**config.mk**
```make
export PLATFORM = sky130hd
export DESIGN_NAME = ptt_top
export DESIGN_NICKNAME = d
export VERILOG_FILES = /design/src/logic/ptt_pkg.sv /design/src/logic/ptt_prescale.sv /design/src/logic/ptt_relock.sv /design/src/logic/ptt_top.sv
export VERILOG_INCLUDE_DIRS = /design/src /design/src/logic
export SDC_FILE = /design/constraint.sdc
export NUM_CORES = 1
export LEC_CHECK = 0
export BUFFER_PORTS_ARGS = -buffer_cell sky130_fd_sc_hd__buf_4
export CAP_MARGIN = 20
export CORE_MARGIN = 10
export CORE_UTILIZATION = 35
export CTS_BUF_LIST = sky130_fd_sc_hd__clkbuf_2 sky130_fd_sc_hd__clkbuf_4 sky130_fd_sc_hd__clkbuf_8
export CTS_CLUSTER_SIZE = 10
export DETAILED_ROUTE_END_ITERATION = 12
export SYNTH_ARGS = -nofsm -noshare
export SYNTH_HDL_FRONTEND = slang
export SYNTH_SLANG_ARGS = --single-unit
```
**constraint.sdc**
```tcl
create_clock -name aclk -period 3.1 [get_ports aclk]
set_clock_uncertainty 0.05 [all_clocks]
set_input_delay 0.31 -clock aclk [delete_from_list [all_inputs] [get_ports aclk]]
set_output_delay 0.31 -clock aclk [all_outputs]
set_load 0.03 [all_outputs]
```
**src/logic/ptt_consts.svh**
```systemverilog
/*
 Constants of the periodic tick timer: register offsets, field positions,
 reset values and timing counts. Assumes inclusion by bare name.
*/
// Contract
// - Eleven-bit prescaler counts down from preload to zero on enabled clocks.
// - Prescaler reaching zero increments the 21-bit up counter.
// - Preload zero means modulus 2048, period 2049 clocks.
// - Counter read returns up counter 31:11 and prescaler 10:0 together.
// - Counting qualified by processor state and two-bit count-enable field.
// - Tap select 13:11 picks counter bit 20..2 or, for 111, underflow.
// - Tap flag, control bit 7, sets when selected bit falls.
// - Tap request only while enable bit 6 set; flag sets regardless.
// - Compare flag sets when compare value equals up counter.
// - Compare flags bits 7,6, enables bits 5,4; request needs enable.
// - Three separate interrupt channels: tap and two compares.
// - Runs in run, idle, standby; test disables interrupts; halt unclocked.
// - Timer interrupt wakes clock module from idle or low power.
// - Oscillator select bit 14 picks oscillator clock, else PLL clock.
// - PLL off in standby only with bits 13 and 14 both set.
// - Wake with PLL off relocks; system clocks held 4096 cycles.
`ifndef PTT_CONSTS_SVH
`define PTT_CONSTS_SVH
// ==========================================================================
// Register byte offsets.
`define PTT_OFS_COUNT   8'h00
`define PTT_OFS_PRELOAD 8'h04
`define PTT_OFS_TAPCTL  8'h08
`define PTT_OFS_CMPCTL  8'h0C
`define PTT_OFS_CMP1    8'h10
`define PTT_OFS_CMP2    8'h14
`define PTT_OFS_COUNT_ENABLE_FIELD   8'h18
`define PTT_OFS_GLOBAL  8'h1C
// ==========================================================================
// Field positions.
`define PTT_TAPSEL_LSB  11
`define PTT_TAP_FLAG    7
`define PTT_TAP_EN      6
`define PTT_CF1_BIT     7
`define PTT_CF2_BIT     6
`define PTT_CE1_BIT     5
`define PTT_CE2_BIT     4
`define PTT_OSC_BIT     14
`define PTT_PLLDIS_BIT  13
// ==========================================================================
// Reset values and counts.
`define PTT_PRELOAD_RST 11'h000
`define PTT_ZERO_MOD    12'h800
`define PTT_RELOCK_CYC  4096
`define PTT_SLVERR      2'h2
`define PTT_OKAY        2'h0
`endif

```
**src/logic/ptt_pkg.sv**
```systemverilog
/*
 Types of the periodic tick timer. Assumes nothing of its surroundings.
*/
package ptt_pkg;
   typedef enum logic [1:0] {
      PTT_PLL_ON   = 2'h0,
      PTT_PLL_OFF  = 2'h1,
      PTT_RELOCK   = 2'h3
   } ptt_pll_e;
endpackage : ptt_pkg

```
**src/logic/ptt_prescale.sv**
```systemverilog
/*
 Prescaler and up counter of the periodic tick timer.
 Assumes one clock and a synchronous active-low reset.
*/
`timescale 1ns/1ps
`default_nettype none
`include "ptt_consts.svh"
module ptt_prescale
   import ptt_pkg::*;
#(
   parameter int PW = 11,
   parameter int CW = 21
) (
   // Clock and reset.
   input  wire logic          aclk,
   input  wire logic          aresetn,
   // Control.
   input  wire logic          count_ok,
   input  wire logic [PW-1:0] preload_value,
   // State.
   output logic [PW-1:0]      prescaler_value,
   output logic [CW-1:0]      up_counter_value,
   output logic               underflow
);
   typedef struct packed {
      logic [PW:0]   pre;
      logic [CW-1:0] cnt;
      logic          uf;
   } ptt_ps_s;
   ptt_ps_s st_q, st_d;
   logic [PW:0] reload;

   // ========================================================================
   // Counting.
   always_comb begin
      st_d   = st_q;
      reload = (preload_value == '0) ? (PW+1)'(`PTT_ZERO_MOD) : {1'b0, preload_value};
      st_d.uf = 1'b0;
      if (count_ok) begin
         if (st_q.pre == '0) begin
            st_d.pre = reload;
            st_d.cnt = st_q.cnt + CW'(1);
            st_d.uf  = 1'b1;
         end else begin
            st_d.pre = st_q.pre - (PW+1)'(1);
         end
      end
   end

   always_ff @(posedge aclk) begin
      if (!aresetn) begin
         st_q <= '0;
      end else begin
         st_q <= st_d;
      end
   end

   // The modulus 2048 needs a twelfth bit; the readable field shows its low 11 bits.
   assign prescaler_value  = st_q.pre[PW-1:0];
   assign up_counter_value = st_q.cnt;
   assign underflow        = st_q.uf;

   property p_step;
      @(posedge aclk) disable iff (!aresetn)
      (count_ok && st_q.pre == '0) |=> (st_q.cnt == $past(st_q.cnt) + CW'(1));
   endproperty
   a_step: assert property (p_step) else $error("up counter did not step");

   property p_down;
      @(posedge aclk) disable iff (!aresetn)
      (count_ok && st_q.pre != '0) |=> (st_q.pre == $past(st_q.pre) - (PW+1)'(1));
   endproperty
   a_down: assert property (p_down) else $error("prescaler did not count down");

   property p_hold;
      @(posedge aclk) disable iff (!aresetn)
      !count_ok |=> $stable(st_q.pre) && $stable(st_q.cnt);
   endproperty
   a_hold: assert property (p_hold) else $error("counted while disabled");
endmodule : ptt_prescale
`default_nettype wire

```
**src/logic/ptt_relock.sv**
```systemverilog
/*
 Standby PLL control of the periodic tick timer: PLL off in standby and
 relock hold of system clocks. Assumes one clock, synchronous reset.
*/
`timescale 1ns/1ps
`default_nettype none
`include "ptt_consts.svh"
module ptt_relock
   import ptt_pkg::*;
#(
   parameter int RELOCK_CYC = `PTT_RELOCK_CYC
) (
   // Clock and reset.
   input  wire logic aclk,
   input  wire logic aresetn,
   // Control.
   input  wire logic standby_mode,
   input  wire logic oscillator_select,
   input  wire logic pll_standby_disable,
   input  wire logic ext_wake,
   // Status.
   output logic      pll_enable,
   output logic      system_clock_hold
);
   typedef struct packed {
      ptt_pll_e    st;
      logic [12:0] cnt;
   } ptt_rl_s;
   ptt_rl_s r_q, r_d;

   // ========================================================================
   // State machine.
   always_comb begin
      r_d = r_q;
      case (r_q.st)
         PTT_PLL_ON: begin
            if (standby_mode && oscillator_select && pll_standby_disable) begin
               r_d.st = PTT_PLL_OFF;
            end
         end
         PTT_PLL_OFF: begin
            if (ext_wake) begin
               r_d.st  = PTT_RELOCK;
               r_d.cnt = 13'(RELOCK_CYC - 1);
            end
         end
         PTT_RELOCK: begin
            if (r_q.cnt == '0) begin
               r_d.st = PTT_PLL_ON;
            end else begin
               r_d.cnt = r_q.cnt - 13'h1;
            end
         end
         default: r_d.st = PTT_PLL_ON;
      endcase
   end

   always_ff @(posedge aclk) begin
      if (!aresetn) begin
         r_q <= '{st: PTT_PLL_ON, cnt: '0};
      end else begin
         r_q <= r_d;
      end
   end

   assign pll_enable  = (r_q.st == PTT_PLL_ON);
   assign system_clock_hold = (r_q.st != PTT_PLL_ON);

   property p_relock_len;
      @(posedge aclk) disable iff (!aresetn)
      (r_q.st == PTT_RELOCK && r_q.cnt == 13'h1) |=> ##1 (r_q.st == PTT_PLL_ON);
   endproperty
   a_relock_len: assert property (p_relock_len) else $error("relock ended wrong");
endmodule : ptt_relock
`default_nettype wire

```
**src/logic/ptt_top.sv**
```systemverilog
/*
 Periodic tick timer: AXI4-Lite register slave, tap and compare events,
 clock source choice and standby PLL control. Assumes the timer clock equals
 aclk, with source selection reported as an output to the clock unit.
*/
`timescale 1ns/1ps
`default_nettype none
`include "ptt_consts.svh"
module ptt_top
   import ptt_pkg::*;
#(
   parameter int PW         = 11,
   parameter int CW         = 21,
   parameter int RELOCK_CYC = `PTT_RELOCK_CYC
) (
   // Clock and reset.
   input  wire logic        aclk,
   input  wire logic        aresetn,
   // Write address.
   input  wire logic        s_axi_awvalid,
   output logic             s_axi_awready,
   input  wire logic [7:0]  s_axi_awaddr,
   // Write data.
   input  wire logic        s_axi_wvalid,
   output logic             s_axi_wready,
   input  wire logic [31:0] s_axi_wdata,
   input  wire logic [3:0]  s_axi_wstrb,
   // Write response.
   output logic             s_axi_bvalid,
   input  wire logic        s_axi_bready,
   output logic [1:0]       s_axi_bresp,
   // Read address.
   input  wire logic        s_axi_arvalid,
   output logic             s_axi_arready,
   input  wire logic [7:0]  s_axi_araddr,
   // Read data.
   input  wire logic        s_axi_rvalid_unused_n,
   output logic             s_axi_rvalid,
   input  wire logic        s_axi_rready,
   output logic [31:0]      s_axi_rdata,
   output logic [1:0]       s_axi_rresp,
   // Processor state.
   input  wire logic        cpu_user_mode,
   input  wire logic        test_mode,
   input  wire logic        standby_mode,
   input  wire logic        ext_wake,
   // Interrupts and clock control.
   output logic             tap_irq,
   output logic             compare_one_irq,
   output logic             compare_two_irq,
   output logic             wake_request,
   output logic             timer_clock_from_osc,
   output logic             pll_enable,
   output logic             system_clock_hold
);
   typedef struct packed {
      logic          aw_got;
      logic [7:0]    aw;
      logic          w_got;
      logic [31:0]   w;
      logic [3:0]    ws;
      logic          bv;
      logic [1:0]    br;
      logic          rv;
      logic [31:0]   rd;
      logic [1:0]    rr;
      logic [PW+2:0] pctl;
      logic          tflag;
      logic          ten;
      logic [3:0]    cint;
      logic [CW-1:0] cmp1;
      logic [CW-1:0] cmp2;
      logic [1:0]    count_enable_field;
      logic          osc;
      logic          plldis;
      logic          tbit;
      logic          irq_t;
      logic          irq_1;
      logic          irq_2;
      logic          wake;
      logic          pll_en;
      logic          hold;
   } ptt_top_s;
   ptt_top_s s_q, s_d;

   logic [PW-1:0] prescaler_value;
   logic [CW-1:0] up_counter_value;
   logic          underflow;
   logic          count_ok;
   logic          pll_en_w;
   logic          hold_w;
   logic          tap_now;
   logic          tap_fall;
   logic          m1;
   logic          m2;
   logic          do_wr;
   logic [31:0]   wmask;
   logic [2:0]    tap_select;

   // ========================================================================
   // Counting qualification.
   // Field 00 counts always; 01 counts in user mode only; 10 in privileged
   // mode only; 11 stops counting, a use for benchmarking code sections.
   always_comb begin
      case (s_q.count_enable_field)
         2'h0:    count_ok = 1'b1;
         2'h1:    count_ok = cpu_user_mode;
         2'h2:    count_ok = !cpu_user_mode;
         default: count_ok = 1'b0;
      endcase
   end

   ptt_prescale #(
      .PW (PW),
      .CW (CW)
   ) u_prescale (
      .aclk             (aclk),
      .aresetn          (aresetn),
      .count_ok         (count_ok),
      .preload_value    (s_q.pctl[PW-1:0]),
      .prescaler_value  (prescaler_value),
      .up_counter_value (up_counter_value),
      .underflow        (underflow)
   );

   ptt_relock #(
      .RELOCK_CYC (RELOCK_CYC)
   ) u_relock (
      .aclk                (aclk),
      .aresetn             (aresetn),
      .standby_mode        (standby_mode),
      .oscillator_select   (s_q.osc),
      .pll_standby_disable (s_q.plldis),
      .ext_wake            (ext_wake),
      .pll_enable          (pll_en_w),
      .system_clock_hold         (hold_w)
   );

   // ========================================================================
   // Events.
   assign tap_select = s_q.pctl[PW+2:PW];
   always_comb begin
      case (tap_select)
         3'h0:    tap_now = up_counter_value[20];
         3'h1:    tap_now = up_counter_value[17];
         3'h2:    tap_now = up_counter_value[14];
         3'h3:    tap_now = up_counter_value[11];
         3'h4:    tap_now = up_counter_value[8];
         3'h5:    tap_now = up_counter_value[5];
         3'h6:    tap_now = up_counter_value[2];
         default: tap_now = 1'b0;
      endcase
   end
   // Underflow is a one-cycle pulse, so code 111 takes the pulse itself as the fall.
   assign tap_fall = (tap_select == 3'h7) ? underflow : (s_q.tbit && !tap_now);
   assign m1 = (s_q.cmp1 == up_counter_value);
   assign m2 = (s_q.cmp2 == up_counter_value);
   assign do_wr = s_q.aw_got && s_q.w_got && !s_q.bv;
   always_comb begin
      for (int i = 0; i < 4; i++) begin
         wmask[i*8 +: 8] = {8{s_q.ws[i]}};
      end
   end

   // ========================================================================
   // Bus and register state.
   always_comb begin
      s_d = s_q;
      s_d.tbit = tap_now;
      if (s_axi_awvalid && !s_q.aw_got) begin
         s_d.aw_got = 1'b1;
         s_d.aw     = s_axi_awaddr;
      end
      if (s_axi_wvalid && !s_q.w_got) begin
         s_d.w_got = 1'b1;
         s_d.w     = s_axi_wdata;
         s_d.ws    = s_axi_wstrb;
      end
      if (s_q.bv && s_axi_bready) begin
         s_d.bv = 1'b0;
      end
      if (do_wr) begin
         s_d.aw_got = 1'b0;
         s_d.w_got  = 1'b0;
         s_d.bv     = 1'b1;
         s_d.br     = `PTT_OKAY;
         case (s_q.aw)
            `PTT_OFS_COUNT: ;
            `PTT_OFS_PRELOAD: s_d.pctl = (PW+3)'((s_q.pctl & ~wmask) | (s_q.w & wmask));
            `PTT_OFS_TAPCTL: begin
               // Writing zero to the flag clears it; writing one leaves it.
               if (s_q.ws[0] && !s_q.w[`PTT_TAP_FLAG]) s_d.tflag = 1'b0;
               if (s_q.ws[0]) s_d.ten = s_q.w[`PTT_TAP_EN];
            end
            `PTT_OFS_CMPCTL: begin
               if (s_q.ws[0]) begin
                  s_d.cint[3] = s_q.cint[3] & s_q.w[`PTT_CF1_BIT];
                  s_d.cint[2] = s_q.cint[2] & s_q.w[`PTT_CF2_BIT];
                  s_d.cint[1] = s_q.w[`PTT_CE1_BIT];
                  s_d.cint[0] = s_q.w[`PTT_CE2_BIT];
               end
            end
            `PTT_OFS_CMP1: s_d.cmp1 = CW'((s_q.cmp1 & ~wmask) | (s_q.w & wmask));
            `PTT_OFS_CMP2: s_d.cmp2 = CW'((s_q.cmp2 & ~wmask) | (s_q.w & wmask));
            `PTT_OFS_COUNT_ENABLE_FIELD: if (s_q.ws[0]) s_d.count_enable_field = s_q.w[1:0];
            `PTT_OFS_GLOBAL: if (s_q.ws[1]) begin
               s_d.osc    = s_q.w[`PTT_OSC_BIT];
               s_d.plldis = s_q.w[`PTT_PLLDIS_BIT];
            end
            default: s_d.br = `PTT_SLVERR;
         endcase
      end
      // Sets come after clears so an event in the clearing cycle survives.
      if (tap_fall) s_d.tflag = 1'b1;
      if (m1) s_d.cint[3] = 1'b1;
      if (m2) s_d.cint[2] = 1'b1;
      if (s_q.rv && s_axi_rready) begin
         s_d.rv = 1'b0;
      end
      if (s_axi_arvalid && !s_q.rv) begin
         s_d.rv = 1'b1;
         s_d.rr = `PTT_OKAY;
         case (s_axi_araddr)
            `PTT_OFS_COUNT:   s_d.rd = {up_counter_value, prescaler_value};
            `PTT_OFS_PRELOAD: s_d.rd = 32'(s_q.pctl);
            `PTT_OFS_TAPCTL:  s_d.rd = 32'({s_q.tflag, s_q.ten, 6'h00});
            `PTT_OFS_CMPCTL:  s_d.rd = 32'({s_q.cint, 4'h0});
            `PTT_OFS_CMP1:    s_d.rd = 32'(s_q.cmp1);
            `PTT_OFS_CMP2:    s_d.rd = 32'(s_q.cmp2);
            `PTT_OFS_COUNT_ENABLE_FIELD:   s_d.rd = 32'(s_q.count_enable_field);
            `PTT_OFS_GLOBAL:  s_d.rd = 32'({s_q.osc, s_q.plldis, 13'h0000});
            default: begin
               s_d.rd = 32'h0000_0000;
               s_d.rr = `PTT_SLVERR;
            end
         endcase
      end
      // Three separate lines; test mode silences them all.
      s_d.irq_t  = s_q.tflag && s_q.ten && !test_mode;
      s_d.irq_1  = s_q.cint[3] && s_q.cint[1] && !test_mode;
      s_d.irq_2  = s_q.cint[2] && s_q.cint[0] && !test_mode;
      s_d.wake   = s_d.irq_t || s_d.irq_1 || s_d.irq_2;
      s_d.pll_en = pll_en_w;
      s_d.hold   = hold_w;
   end

   always_ff @(posedge aclk) begin
      if (!aresetn) begin
         s_q <= '0;
      end else begin
         s_q <= s_d;
      end
   end

   // ========================================================================
   // Outputs.
   assign s_axi_awready        = !s_q.aw_got;
   assign s_axi_wready         = !s_q.w_got;
   assign s_axi_bvalid         = s_q.bv;
   assign s_axi_bresp          = s_q.br;
   assign s_axi_arready        = !s_q.rv;
   assign s_axi_rvalid         = s_q.rv;
   assign s_axi_rdata          = s_q.rd;
   assign s_axi_rresp          = s_q.rr;
   assign tap_irq              = s_q.irq_t;
   assign compare_one_irq      = s_q.irq_1;
   assign compare_two_irq      = s_q.irq_2;
   assign wake_request         = s_q.wake;
   assign timer_clock_from_osc = s_q.osc;
   assign pll_enable           = s_q.pll_en;
   assign system_clock_hold          = s_q.hold;

   // ========================================================================
   // Checks.
   property p_tap_set;
      @(posedge aclk) disable iff (!aresetn)
      tap_fall |=> s_q.tflag;
   endproperty
   a_tap_set: assert property (p_tap_set) else $error("tap flag missed");

   property p_tap_irq;
      @(posedge aclk) disable iff (!aresetn)
      (s_q.tflag && s_q.ten && !test_mode) |=> tap_irq;
   endproperty
   a_tap_irq: assert property (p_tap_irq) else $error("tap request missing");

   property p_no_irq_test;
      @(posedge aclk) disable iff (!aresetn)
      $past(test_mode) |-> !tap_irq && !compare_one_irq && !compare_two_irq;
   endproperty
   a_no_irq_test: assert property (p_no_irq_test) else $error("irq in test");

   property p_cmp_set;
      @(posedge aclk) disable iff (!aresetn)
      m1 |=> s_q.cint[3];
   endproperty
   a_cmp_set: assert property (p_cmp_set) else $error("compare flag missed");

   property p_cmp_irq;
      @(posedge aclk) disable iff (!aresetn)
      compare_two_irq |-> $past(s_q.cint[2] && s_q.cint[0]);
   endproperty
   a_cmp_irq: assert property (p_cmp_irq) else $error("compare irq unenabled");

   property p_cmp1_irq;
      @(posedge aclk) disable iff (!aresetn)
      compare_one_irq |-> $past(s_q.cint[3] && s_q.cint[1] && !test_mode);
   endproperty
   a_cmp1_irq: assert property (p_cmp1_irq) else $error("compare one irq unenabled");

   property p_flag_stays;
      @(posedge aclk) disable iff (!aresetn)
      (s_q.tflag && !do_wr) |=> s_q.tflag;
   endproperty
   a_flag_stays: assert property (p_flag_stays) else $error("flag dropped");

   property p_cmp_stays;
      @(posedge aclk) disable iff (!aresetn)
      (s_q.cint[3] && !do_wr) |=> s_q.cint[3];
   endproperty
   a_cmp_stays: assert property (p_cmp_stays) else $error("compare flag dropped");

   property p_rd_answer;
      @(posedge aclk) disable iff (!aresetn)
      (s_axi_arvalid && s_axi_arready) |=> s_axi_rvalid;
   endproperty
   a_rd_answer: assert property (p_rd_answer) else $error("no read answer");

   property p_osc;
      @(posedge aclk) disable iff (!aresetn)
      (do_wr && s_q.aw == `PTT_OFS_GLOBAL && s_q.ws[1]) |=>
         (timer_clock_from_osc == $past(s_q.w[`PTT_OSC_BIT]));
   endproperty
   a_osc: assert property (p_osc) else $error("clock source not taken");

   c_tap: cover property (@(posedge aclk) tap_irq);
   c_wake: cover property (@(posedge aclk) wake_request);
   c_cmp: cover property (@(posedge aclk) compare_one_irq);
   c_hold: cover property (@(posedge aclk) system_clock_hold);
endmodule : ptt_top
`default_nettype wire

```
==> flow_metrics.env <==
export IMPL_syn_cell_area_um2=9250
export IMPL_synth_edf_count=0
export IMPL_syn_to_final_growth_pct=14.2
export IMPL_dp_cells=1404
export IMPL_wl_per_cell_um=18.2
export IMPL_synth_top_family_by_area="simple AND/OR/NAND/NOR gates"
export IMPL_power_frac_seq_pct=51.3
export IMPL_status="complete, no violations"
export IMPL_cts_sinks=192
export IMPL_dieArea_um2=33300
export IMPL_viasPerCell=5.41
export IMPL_p_leak_uw=0.00462
export IMPL_synth_seq_area_share_pct=41.6
export IMPL_hold_class="input pin to flip-flop"
export IMPL_clkTransAtPathRegs_ns=0.10
export IMPL_clkPwrFrac_pct=30.0
export IMPL_grt_pass1_wl_um=42000
export IMPL_layout_drive_gt1_share_pct=14.8
export IMPL_crit_type="flip-flop to flip-flop"
export IMPL_num_nets_final=1176
export IMPL_period_minus_slack_ns=2.39
export IMPL_top_layer_used="met4"
export IMPL_placeableCoreArea_um2=26100
export IMPL_setup_worst_path_end_class="flip-flop"
export IMPL_hpwl_um=19400
export IMPL_gp_congestion=0.880
export IMPL_num_vias=7878
export IMPL_switching_share_pct=32.1
export IMPL_synthMuxAreaShare_pct=10.5
export IMPL_wl_met3_um=1820
export IMPL_ctsHtreeMaxLevel=4
export IMPL_finalMaxSlewViolations=0
export IMPL_antennaDiodeCount=0
export IMPL_synth_area_per_cell_um2=8.68
export IMPL_synth_simple_area_share_pct=22.8
export IMPL_synthCells=1065
export IMPL_min_period_over_period_pct=77.0
export IMPL_yosysWarnings=0
export IMPL_internal_power_uw=3660
export IMPL_switchingPower_uw=1730
export IMPL_fill_cells=2677
export IMPL_synth_ff_type="dfxtp_1"
export IMPL_clockRootBuffer="clkbuf_8"
export IMPL_synth_compound_area_share_pct=13.6
export IMPL_synth_seq_cells=192
export IMPL_grt_ovfl_total=0
export IMPL_numCtsBuffers=17
export IMPL_cp_max_fo=41
export IMPL_crit_arrival_ns=2.74
export IMPL_cts_tree="yes"
export IMPL_ant_nets=0
export IMPL_io_pins=112
export IMPL_clk_path_buf_depth=2
export IMPL_power_density_nw_per_um2=510
export IMPL_track_usage_pct=15.5
export IMPL_synth_fa_ha_area_share_pct=0.541
export IMPL_stdcell_count=1455
export IMPL_first_pass_iters=5
export IMPL_postCtsSetupBuffers=0
export IMPL_synthArstFlopShare_pct=0
export IMPL_grt_max_degree=75
export IMPL_max_vdd_ir_drop_mv=0.258
export IMPL_fmax_mhz=419
export IMPL_required_ns=3.45
export IMPL_setup_viol_count_final=0
export IMPL_rows=59
export IMPL_insertion_delay_ns=0.48
export IMPL_cp_start_kind="flip-flop"
export IMPL_maxSlewHeadroom_pct=39.7
export IMPL_die_h_um=183
export IMPL_p_comb_share_pct=18.7
export IMPL_routed_wl_met2_um=11300
export IMPL_tightest_slew_ns=0.902
export IMPL_synth_xor_area_share_pct=4.26
export IMPL_fp_dieW_um=183
export IMPL_netlist_cell_type_count=72
export IMPL_rsz0062_at_grt="no"
export IMPL_start_util_pct=35.5
export IMPL_wl_met1_um=13200
export IMPL_drc=0
export IMPL_tns_ns=0
export IMPL_drt_iter0_drc=608
export IMPL_drv_cap=0
export IMPL_io_buffers=96
export IMPL_wl_um=26500
export IMPL_hold_viol=0
export IMPL_antenna_found_initial=0
export IMPL_grt_pass1_vias=7485
-- per-layer routing --
| layer | global-route usage, % | vias to the layer above |
|---|---|---|
| met1 | 22.4 | 3747 |
| met4 | 3.71 | 0 |
| met5 | 0 | - |
| met2 | 22.9 | 248 |
| met3 | 3.44 | 16 |
| li1 | - | 3867 |
-- power groups by stage --
stage / combinational (uW) / sequential (uW) / clock, uW
final: 1000 / 2760 / 1620
after global routing: 1120 / 2780 / 1740
after CTS: 999 / 2750 / 1650
after detailed placement: 977 / 2810 / 0
after global placement: 968 / 2810 / 0
after floorplan: 761 / 2740 / 0
-- metrics by stage --
stage	hold slack [ns]	area, um^2	total power, uW	util [%]	setup slack [ns]
global placement	0.391	9990	3770	38.3	0.784
floorplan	0.376	9250	3500	-	1.07
detailed placement	0.400	9990	3790	38.3	0.749
CTS	0.000508	10600	5410	40.5	0.723
finish	0.0236	10600	5380	40.5	0.712
global route	0.0217	10600	5630	40.5	0.498
-- cells in the mapped netlist (9+ instances only) --
master    count  share of area [%]
or4_1        15                1.2
o31ai_1      17                1.4
and3_1        9               0.61
nor2_1      112                4.5
a22oi_1      32                2.6
o21ai_0      30                1.6
dfxtp_1     192                 42
nand4_1      15                1.0
a21oi_1      56                3.0
nor4_1       24                1.6
clkbuf_1     66                2.7
xor2_1       42                4.0
inv_1        16               0.65
buf_4        36                2.9
nand2_1     122                5.0
mux2i_1      91                9.8
nand2b_1     11               0.74
nor3_1       16               0.87
nand3_1      27                1.5
-- cell usage in the layout (no fill, tap or decap), types with 5 or more instances in the layout --
cell type | Yosys | final
dfxtp_1 | 192 | 192
nand2_1 | 122 | 122
nor2_1 | 112 | 112
buf_4 | 36 | 110
mux2i_1 | 91 | 91
a21oi_1 | 56 | 56
xor2_1 | 42 | 42
a22oi_1 | 32 | 32
o21ai_0 | 30 | 30
nand3_1 | 27 | 27
nor4_1 | 24 | 23
dlygate4sd3_1 | 0 | 20
clkbuf_8 | 0 | 18
o31ai_1 | 17 | 17
inv_1 | 16 | 16
nor3_1 | 16 | 16
or4_1 | 15 | 15
nand4_1 | 15 | 15
nand2b_1 | 11 | 11
and3_1 | 9 | 9
nor2b_1 | 8 | 8
o221ai_1 | 8 | 8
or3_1 | 7 | 7
and2_1 | 6 | 6
a221o_1 | 6 | 6
nand4_2 | 5 | 5
a211oi_1 | 5 | 5
and4_1 | 5 | 5
inv_6 | 0 | 5
-- worst max-delay path: stages (launching register included) --
cell	delay, ns
dfxtp_1	0.38
inv_1	0.12
ha_1	0.22
nor4b_2	0.38
nand4_2	0.16
buf_4	0.30
or4_1	0.54
a21oi_1	0.15
-- what timing repair did --
| action | CTS | global route |
|---|---|---|
| hold buffers | 20 | 0 |
| resized for setup | 0 | 0 |
| hold endpoints to repair | 20 | 0 |
-- worst paths after layout --
path,start,endpoint,slack (ns),cells past startpoint
max,u_prescale.prescaler_value[0]$_SDFFE_PN0P_,u_prescale.up_counter_value[5]$_SDFFE_PN0P_,0.71,7
min,s_axi_wdata[5],s_q[120]$_SDFFE_PN0P_,0.02,3
max reg2reg,u_prescale.prescaler_value[0]$_SDFFE_PN0P_,u_prescale.up_counter_value[5]$_SDFFE_PN0P_,0.71,7
min reg2reg,s_q[135]$_SDFFE_PN0P_,s_q[135]$_SDFFE_PN0P_,0.41,2
-- cell families after synthesis --
group	after synthesis
compound gates	189
flops	192
buf+inv	125
mux	95
xor+xnor	45
other cells	1
simple gates	414
fa+ha+maj	4
-- layout make-up --
class                   instances  area [um^2]  area share [%]
clock buffers                  18          248            2.35
multi-input cells             749         4810            45.6
repair buffers                131         1050            9.90
clock inverters                13          126            1.20
inverters                      17         66.3           0.628
flip-flops and latches        192         3840            36.4
well taps                     335          419            3.97
(Power assumes the default switching activity.)
